$ cat src/crol_regs.svh
`ifndef CROL_REGS_SVH
`define CROL_REGS_SVH

// register byte addresses (word aligned)
`define CROL_ADDR_CTRL        12'h014
`define CROL_ADDR_STATUS      12'h018
`define CROL_ADDR_REPORT      12'h01c

// control register fields
`define CROL_BIT_RESERVED_BIT         7
`define CROL_BIT_OL_RUN       6
`define CROL_BIT_OL_DLY       5
`define CROL_BIT_OL_ACT       4
`define CROL_TRIP_HI          3
`define CROL_TRIP_LO          2
`define CROL_DIS_HI           1
`define CROL_DIS_LO           0
`define CROL_CTRL_RESET       8'h08

// report register fields
`define CROL_BIT_TRIP_REP     0
`define CROL_REPORT_RESET     1'b0

// status register fields
`define CROL_ST_BUSY          0
`define CROL_ST_OPEN          1
`define CROL_ST_TRIP          2

// open-load delays in microseconds
`define CROL_DLY_SHORT_US     300
`define CROL_DLY_LONG_US      1200

`endif
$ cat src/crol_pkg.sv
package crol_pkg;
    typedef enum logic [1:0] {
        CROL_IDLE  = 2'b00,
        CROL_WAIT  = 2'b01,
        CROL_CHECK = 2'b10
    } crol_ol_state_t;

    typedef enum logic [1:0] {
        CROL_TRIP_4A0 = 2'b00,
        CROL_TRIP_5A4 = 2'b01,
        CROL_TRIP_6A5 = 2'b10,
        CROL_TRIP_7A0 = 2'b11
    } crol_trip_t;
endpackage

$ cat src/crol_ctrl.sv
`timescale 1ns/1ps
`include "crol_regs.svh"

// Summary of operation
// RL1: writing one to standby run starts the open-load test; bit clears when done.
// RL2: open-load delay is 300 us when delay select is 0, 1.2 ms when 1.
// RL3: active-mode open-load check runs only while its enable bit is one.
// RL4: disable field 00 regulates both, 01 frees output one, 10 two, 11 both.
// RL5: while regulation is enabled, current is limited by the trip comparator.
// RL6: trip level field selects 4, 5.4, 6.5 or 7 A; resets to 6.5 A.
// RL7: trip events reach fault output and fault flag only when reporting enabled.
module crol_ctrl
    import crol_pkg::*;
#(
    parameter int CLK_MHZ = 25,
    parameter int CW      = 16
)
(
    // clock and reset
    input  wire logic        i_clk,
    input  wire logic        i_rst_b,
    // apb slave
    input  wire logic        i_psel,
    input  wire logic        i_penable,
    input  wire logic        i_pwrite,
    input  wire logic [11:0] i_paddr,
    input  wire logic [31:0] i_pwdata,
    input  wire logic [3:0]  i_pstrb,
    output logic [31:0]      o_prdata,
    output logic             o_pready,
    output logic             o_pslverr,
    // analog-side pins
    input  wire logic        i_trip_cmp_one,
    input  wire logic        i_trip_cmp_two,
    input  wire logic        i_open_sense,
    input  wire logic        i_bridge_active,
    // control outputs
    output logic [1:0]       o_trip_level_sel,
    output logic             o_limit_one,
    output logic             o_limit_two,
    output logic             o_ol_probe,
    output logic             o_fault_out_n,
    output logic             o_fault_flag
);
    // configuration
    logic [7:0]     ctrl;
    logic           trip_report_enable;
    // status
    logic           ol_busy;
    logic           open_found;
    logic           trip_seen;
    crol_ol_state_t ol_state;
    crol_ol_state_t next_ol_state;
    // synchronisers, first stage read only by second
    logic [3:0]     sync_a;
    logic [3:0]     sync_b;
    logic           timer_start;
    logic           timer_done;

    // field views
    wire       open_load_standby_run   = ctrl[`CROL_BIT_OL_RUN];
    wire       open_load_delay_sel     = ctrl[`CROL_BIT_OL_DLY];
    wire       open_load_active_enable = ctrl[`CROL_BIT_OL_ACT];
    wire [1:0] trip_level_sel          = ctrl[`CROL_TRIP_HI:`CROL_TRIP_LO];
    wire [1:0] regulation_disable      = ctrl[`CROL_DIS_HI:`CROL_DIS_LO];
    wire       trip_one    = sync_b[0];
    wire       trip_two    = sync_b[1];
    wire       open_sense  = sync_b[2];
    wire       bridge_on   = sync_b[3];

    // apb decode; access phase completes in one cycle
    wire       acc         = i_psel && i_penable;
    wire       wr          = acc && i_pwrite;
    wire       hit_ctrl    = (i_paddr == `CROL_ADDR_CTRL);
    wire       hit_stat    = (i_paddr == `CROL_ADDR_STATUS);
    wire       hit_rep     = (i_paddr == `CROL_ADDR_REPORT);
    wire       mapped      = hit_ctrl || hit_stat || hit_rep;
    wire       wr_ctrl     = wr && hit_ctrl && i_pstrb[0];
    wire       wr_rep      = wr && hit_rep && i_pstrb[0];
    wire       wr_run      = wr_ctrl && i_pwdata[`CROL_BIT_OL_RUN];

    // regulation per output, gated by disable field
    wire       reg_en_one  = !regulation_disable[0];        // see RL4
    wire       reg_en_two  = !regulation_disable[1];        // see RL4
    wire       trip_event  = (trip_one && reg_en_one) || (trip_two && reg_en_two); // see RL5

    // open-load sequencing: standby test or active check
    wire       act_check   = open_load_active_enable && bridge_on;  // see RL3
    wire       stby_req    = open_load_standby_run && !bridge_on;   // see RL1
    wire       test_end    = (ol_state == CROL_CHECK);

    wire [31:0] rd_mux =
        hit_ctrl ? {24'h000000, ctrl} :
        hit_stat ? {29'h00000000, trip_seen, open_found, ol_busy} :
        hit_rep  ? {31'h00000000, trip_report_enable} : 32'h00000000;

    // open-load state machine
    always_comb
    begin
        next_ol_state = ol_state;
        timer_start   = 1'b0;
        case (ol_state)
            CROL_IDLE:
            begin
                if (stby_req || act_check)
                begin
                    next_ol_state = CROL_WAIT;
                    timer_start   = 1'b1;
                end
            end
            CROL_WAIT:
            begin
                if (timer_done)
                    next_ol_state = CROL_CHECK;
            end
            CROL_CHECK:
                next_ol_state = CROL_IDLE;
            default:
                next_ol_state = CROL_IDLE;
        endcase
    end

    crol_ol_timer
    #(
        .CLK_MHZ (CLK_MHZ),
        .CW      (CW)
    )
    u_timer
    (
        .i_clk   (i_clk),
        .i_rst_b (i_rst_b),
        .i_start (timer_start),
        .i_long  (open_load_delay_sel),  // see RL2
        .o_done  (timer_done)
    );

    // pin synchronisers
    always_ff @(posedge i_clk)
    begin
        if (!i_rst_b)
        begin
            sync_a <= 4'h0;
            sync_b <= 4'h0;
        end
        else
        begin
            sync_a <= {i_bridge_active, i_open_sense, i_trip_cmp_two, i_trip_cmp_one};
            sync_b <= sync_a;
        end
    end

    // control register; completion clear loses to a fresh host start
    always_ff @(posedge i_clk)
    begin
        if (!i_rst_b)
        begin
            ctrl               <= `CROL_CTRL_RESET;   // see RL6
            trip_report_enable <= `CROL_REPORT_RESET;
        end
        else
        begin
            if (wr_ctrl)
                ctrl <= i_pwdata[7:0];
            else if (test_end && !act_check)
                ctrl[`CROL_BIT_OL_RUN] <= 1'b0;        // see RL1
            if (wr_rep)
                trip_report_enable <= i_pwdata[`CROL_BIT_TRIP_REP];
        end
    end

    // state, status and sticky flags; set wins over clear
    always_ff @(posedge i_clk)
    begin
        if (!i_rst_b)
        begin
            ol_state   <= CROL_IDLE;
            ol_busy    <= 1'b0;
            open_found <= 1'b0;
            trip_seen  <= 1'b0;
        end
        else
        begin
            ol_state   <= next_ol_state;
            ol_busy    <= (next_ol_state != CROL_IDLE);
            if (test_end)
                open_found <= open_sense;
            else if (wr_run)
                open_found <= 1'b0;
            if (trip_event)
                trip_seen <= 1'b1;
            else if (wr && hit_stat && i_pwdata[`CROL_ST_TRIP])
                trip_seen <= 1'b0;
        end
    end

    // registered outputs
    always_ff @(posedge i_clk)
    begin
        if (!i_rst_b)
        begin
            o_prdata         <= 32'h00000000;
            o_pready         <= 1'b0;
            o_pslverr        <= 1'b0;
            o_trip_level_sel <= CROL_TRIP_6A5;
            o_limit_one      <= 1'b0;
            o_limit_two      <= 1'b0;
            o_ol_probe       <= 1'b0;
            o_fault_out_n    <= 1'b1;
            o_fault_flag     <= 1'b0;
        end
        else
        begin
            o_pready         <= i_psel && !o_pready && !i_penable ? 1'b1 : 1'b0;
            o_prdata         <= rd_mux;
            o_pslverr        <= i_psel && !i_penable && !mapped;
            o_trip_level_sel <= trip_level_sel;                 // see RL6
            o_limit_one      <= trip_one && reg_en_one;         // see RL5
            o_limit_two      <= trip_two && reg_en_two;         // see RL5
            o_ol_probe       <= (next_ol_state != CROL_IDLE);
            o_fault_out_n    <= !(trip_seen && trip_report_enable);  // see RL7
            o_fault_flag     <= trip_seen && trip_report_enable;     // see RL7
        end
    end
endmodule

$ cat src/crol_ol_timer.sv
`timescale 1ns/1ps
`include "crol_regs.svh"

// open-load settle delay counter; start loads, done pulses once at expiry
module crol_ol_timer
#(
    parameter int CLK_MHZ     = 25,
    parameter int SHORT_CYC   = `CROL_DLY_SHORT_US * CLK_MHZ,
    parameter int LONG_CYC    = `CROL_DLY_LONG_US * CLK_MHZ,
    parameter int CW          = 16
)
(
    // clock and reset
    input  wire logic i_clk,
    input  wire logic i_rst_b,
    // control
    input  wire logic i_start,
    input  wire logic i_long,
    // result
    output logic      o_done
);
    logic [CW-1:0] count;
    logic          running;
    wire  [CW-1:0] load_val = i_long ? CW'(LONG_CYC - 1) : CW'(SHORT_CYC - 1); // see RL2
    wire           expire   = running && (count == '0);

    // down counter, restart wins over expiry
    always_ff @(posedge i_clk)
    begin
        if (!i_rst_b)
        begin
            count   <= '0;
            running <= 1'b0;
            o_done  <= 1'b0;
        end
        else
        begin
            o_done  <= expire && !i_start;
            running <= i_start || (running && !expire);
            count   <= i_start ? load_val : (running ? count - 1'b1 : count);
        end
    end
endmodule

$ cat config.mk
export PLATFORM = sky130hd
export DESIGN_NAME = crol_ctrl
export DESIGN_NICKNAME = d
export VERILOG_FILES = /design/src/crol_pkg.sv /design/src/crol_ctrl.sv /design/src/crol_ol_timer.sv
export VERILOG_INCLUDE_DIRS = /design/src /design/src/src
export SDC_FILE = /design/constraint.sdc
export NUM_CORES = 1
export LEC_CHECK = 0
export ABC_AREA = 1
export BUFFER_PORTS_ARGS = -buffer_cell sky130_fd_sc_hd__clkbuf_2
export CORE_ASPECT_RATIO = 0.7
export CORE_MARGIN = 4
export CORE_UTILIZATION = 45
export CTS_BUF_LIST = sky130_fd_sc_hd__clkbuf_16
export DETAILED_ROUTE_END_ITERATION = 12
export PLACE_DENSITY = 0.74
export SYNTH_ARGS = -nofsm -noshare
export SYNTH_HDL_FRONTEND = slang
export SYNTH_SLANG_ARGS = --single-unit
$ cat constraint.sdc
create_clock -name i_clk -period 2.35 [get_ports i_clk]
set_clock_uncertainty 0.1 [all_clocks]
set_input_delay 0.235 -clock i_clk [delete_from_list [all_inputs] [get_ports i_clk]]
set_output_delay 0.235 -clock i_clk [all_outputs]
set_load 0.05 [all_outputs]
Word level (Yosys, flattened, before mapping)
Cells that the tools add are included.
Storage, ports and cells
  word-level logic and storage cells: 91
  output and inout bits: 41
  register bits: 80
  input bits: 57
Cells by class
  bitwise operators: 1
  reduce and logical (&&, ||, !) cells: 45
  add/subtract/negate cells: 1
  equality and inequality tests: 5
  multiplexer cells: 18
Operators by type and width (number)
  12-bit by 5-bit == test with 1-bit output (second input constant): 3
  16-bit two-way mux: 2
  1-bit logical AND: 22
  16-bit zero test: 1
  16-bit by 1-bit subtractor with 16-bit output (second input constant): 1
  15-bit two-way mux: 1
  1-bit zero test: 10
  1-bit two-way mux: 10
  2-bit nonzero test: 5
  8-bit two-way mux: 1
  1-bit logical OR: 5
  2-bit two-way mux: 2
  2-bit one-hot mux with 2 select lines: 1
  3-bit two-way mux: 1
  3-bit OR reduction: 1
  2-bit by 1-bit == test with 1-bit output (second input constant): 1
  2-bit == test (second input constant): 1
  2-bit zero test: 1
  1-bit inverter: 1

Depth between registers and ports, before layout
  depth in word-level cells: 7
  depth in mapped cells: 10
  depth with buffers taken out: 10

Cells and area by module
Synthesis repeated with hierarchy kept, for this count alone.
Second synthesis, totals
  cells, all modules: 361
  area, all modules: 2598.7 um^2
By module, submodules not included
  crol_ctrl: times used 1, cells an instance 207, sequential area each 760.7 um^2, area each 1590.3 um^2
  crol_ol_timer: times used 1, cells an instance 154, sequential area each 360.3 um^2, area each 1008.5 um^2

Least setup slack after synthesis
No wires, ideal clock.
  path type: register to register
  start point: register u_timer.count[0]
  end point: register u_timer.count[10]
  setup slack: 0.971 ns
  arrival: 1.223 ns
  setup time: 0.056 ns
  path buffers: 0
  cell stages (with the launch flop): 11
  path through: dfxtp_1 -> inv_1 -> ha_1 -> nand3_1 -> nor2_1 -> nand2_1 -> nor2_1 -> nor2_1 -> nand2_1 -> nand2_1 -> inv_1
Between the ends
  word-level cells in the longest chain between the ends: 3
RTL lines
  start: declaration: line crol_ol_timer.sv:22  | logic [CW-1:0] count;
  start signal: assignment: line crol_ol_timer.sv:40  | count <= i_start ? load_val : (running ? count - 1'b1 : count);
  16-bit by 1-bit subtractor with 16-bit output: line crol_ol_timer.sv:40
  16-bit two-way mux (2 in series): line crol_ol_timer.sv:40
No other way between the ends. The select of a mux whose other input is x is not followed.
A chain may end at the register's enable or synchronous reset.

Worst setup path in the final report
Same ends and word-level chain as after synthesis.

==> impl_metrics.py <==
metrics = {
    "placed_design": {
        "gp_congestion": 0.8796,
        "dp_cells": 489,
        "dp_hpwl_um": 4323,
        "placed_cell_area_um2": 2808,
        "io_buffers": 46,
        "dpl_worst_slack_ns": 0.6736,
    },
    "floorplanning": {
        "die_area_um2": 7133,
        "die_x_um": 99.25,
        "initial_utilization_pct": 48.12,
        "dieHeight_um": 71.87,
        "core_area_um2": 5450,
        "row_count": 22,
        "ios": 98,
    },
    "layout": {
        "antenna-diode-count": 0,
        "area_growth_syn_to_layout_pct": 13.60,
        "nets": 482,
        "drive_gt1_share_pct": 15.76,
        "layout.cells.non_filler": 497,
        "stdcell_area_um2": 2979,
        "fillers": 542,
        "final_common_cell": "nand2_1",
        "mostFrequentLayoutCells": "nand2_1, nor2_1, inv_1, dfxtp_1, clkbuf_2",
        "final_util_pct": 54.66,
    },
    "global_route": {
        "grt-ovfl-total": 0,
        "grt_use_total_pct": 16.39,
        "grt_pass1_vias": 2143,
        "grt_pass1_wl_um": 9494,
        "grt_max_degree": 29,
        "grt_antenna_before_repair": 0,
    },
    "detailed_routing": {
        "via_per_inst": 4.652,
        "drt_pre_antenna_iters": 4,
        "ant_nets": 0,
        "first_iter_violations": 113,
        "wl_per_cell_um": 11.53,
        "via_count": 2312,
        "drcViolationCount": 0,
        "wirelength_um": 5730,
    },
    "synthesis": {
        "synth_compound_area_share_pct": 6.632,
        "synth.largest_area_cell": "dfxtp_1",
        "synth_simple_gate_area_share_pct": 31.11,
        "ys.warnings.count": 0,
        "yosysSeqAreaShare_pct": 42.75,
        "muxShareOfSynthArea_pct": 0,
        "synth_fa_ha_area_share_pct": 0.4771,
        "synth_area_per_cell_um2": 6.956,
        "synth-xor-area-share_pct": 1.002,
        "synth_top_area_share_pct": 42.75,
        "synthesis.area_um2": 2623,
        "synth_seq_cells": 56,
        "synth_cell_types": 34,
        "synth_top_family_by_area": "simple AND/OR/NAND/NOR gates",
        "ys_top_cells_by_area": "dfxtp_1, nand2_1, nor2_1",
        "synthCells": 377,
    },
    "critical_path": {
        "crit_path_cell_trace": "inv_1 -> ha_1 -> nand3_1 -> nor2_1 -> nand2_1 -> nor2_1 -> nor2_1 -> nand2_1 -> nand2_1 -> inv_1",
        "cp.required_ns": 2.49,
        "worstPathArrival_ns": 1.86,
        "crit_fanout": 5,
        "path_class": "flop to flop",
        "crit_slowest_cell": "dfxtp_1",
        "crit_buf_inv": 2,
        "crit_path_start_kind": "flop",
        "cp-end-kind": "flop",
        "rrSetupSlack_ns": 0.64,
        "critical_path.max_stage_delay_ns": 0.33,
        "cp_top_family": "simple AND/OR/NAND/NOR gates",
    },
    "clock_network": {
        "cts_hold_buf": 0,
        "cts_tree": "yes",
        "clkTransAtPathRegs_ns": 0.07,
        "cts_max_path_buffers": 2,
        "cts_resized": 0,
        "clk_latency_ns": 0.29,
        "clock-sinks": 56,
        "numCtsBuffers": 5,
        "post-cts-setup-buffers": 0,
        "clockRootBuffer": "clkbuf_16",
        "cts_max_level": 2,
    },
    "power_and_ir_drop": {
        "p_sw_w": 0.0004819,
        "clkPwrFrac_pct": 43.1,
        "sequentialPowerShare_pct": 48.6,
        "sw_frac_of_total_pct": 24.38,
        "p_leak_nw": 1.549,
        "peakVddDrop_uv": 353.2,
        "power.internal_w": 0.001495,
        "cellPowerDensity_nw_per_um2": 663.6,
        "p_comb_share_pct": 8.2,
    },
    "timing": {
        "max_freq_mhz": 583.3,
        "maxSlewViolCount": 0,
        "min_period_ns": 1.714,
        "fin_crit_sh_pct": 72.96,
        "setup_ws_ns": 0.6355,
        "setup_viol": 0,
        "rsz0062_at_grt": "no",
        "setup_tns_ns": 0,
        "finalHoldViolations": 0,
    },
    "run": {
        "maxCapViolations": 0,
    },
    "run_status": {
        "status": "completed",
    },
    "hold_path": {
        "hp-class": "input port to flop",
    },
}
-- cells in the mapped netlist --
cell      number
a211oi_1       1
a21oi_1       12
a21oi_2        1
a31oi_1        4
and3_1         2
buf_1          1
buf_2          1
buf_4         25
buf_6          2
clkbuf_1       1
clkbuf_8       1
clkinv_1       1
conb_1         1
dfxtp_1       56
ha_1           1
inv_1         59
inv_2          2
nand2_1       83
nand2_2        2
nand3_1       23
nand3_4        1
nand4_1        5
nor2_1        65
nor2_2         3
nor2_4         1
nor3_1         7
nor4_1         1
o21ai_0        7
o21ai_2        1
o21bai_1       1
o22ai_1        1
o31ai_1        2
xnor2_1        1
xor2_1         2
-- power groups by stage --
stage / clock network (W) / registers [W] / logic (W)
finish: 0.000852 / 0.000961 / 0.000163
global route: 0.000899 / 0.000962 / 0.000175
CTS: 0.000864 / 0.000961 / 0.000162
detailed placement: 0 / 0.000983 / 0.000162
global placement: 0 / 0.000983 / 0.000160
floorplan: 0 / 0.000991 / 0.000148
-- area by class of cell --
type                            count  area [µm²]  share of cell area (%)
Tap cell                           72       90.09                   3.024
Timing Repair Buffer               48       245.2                   8.232
Sequential cell                    56        1121                   37.63
Clock inverter                      3       46.29                   1.554
Multi-Input combinational cell    251        1119                   37.55
Clock buffer                        5       125.1                   4.200
Inverter                           62       232.7                   7.812
-- per-layer routing --
layer / GRT usage, % / vias to the layer above / part of all wire, %
li1: - / 1202 / -
met3: 2.724 / 9 / 6.7
met1: 23.54 / 1026 / 51
met2: 25.30 / 75 / 41
met5: 0 / - / 0
met4: 4.697 / 0 / 1.1
-- stage by stage --
step,hold WS (ns),power (W)
finish,0.01976,0.001977
CTS,0.01559,0.001987
global placement,0.2918,0.001143
global route,0.01643,0.002036
detailed placement,0.2986,0.001145
floorplan,0.2130,0.001139
-- worst min-delay path, delay by kind of cell --
kind / cells / cell delay (ns)
buffers and inverters: 2 / 0.11
and+or+nand+nor: 1 / 0.04
-- kinds of logic (layout without fill, tap and decap cells) --
| kind of cell | after synthesis | count (layout) |
|---|---|---|
| buffers and inverters | 93 | 118 |
| XOR/XNOR | 3 | 3 |
| flip-flops | 56 | 56 |
| other | 1 | 24 |
| AO/OA/AOI/OAI | 30 | 30 |
| adder cells (fa/ha/maj) | 1 | 1 |
| AND/OR/NAND/NOR | 193 | 193 |
-- registers in the layout (all words and copies together), names as in the netlist --
register,count
sync_a,4
sync_b,4
o_ol_probe,1
o_limit_two,1
o_fault_out_n,1
o_fault_flag,1
u_timer.count,16
o_pslverr,1
ctrl,8
u_timer.running,1
open_found,1
trip_seen,1
o_prdata,8
ol_state,2
o_pready,1
trip_report_enable,1
o_trip_level_sel,2
u_timer.o_done,1
o_limit_one,1
-- worst paths after layout --
check                   startpoint                end  depth (start not counted)
hold / removal      i_trip_cmp_one          sync_a[0]                          3
setup / recovery  u_timer.count[0]  u_timer.count[10]                         10
hold reg to reg          sync_a[0]          sync_b[0]                          2
setup reg to reg  u_timer.count[0]  u_timer.count[10]                         10
No activity file was read; power rests on OpenSTA's default activity.
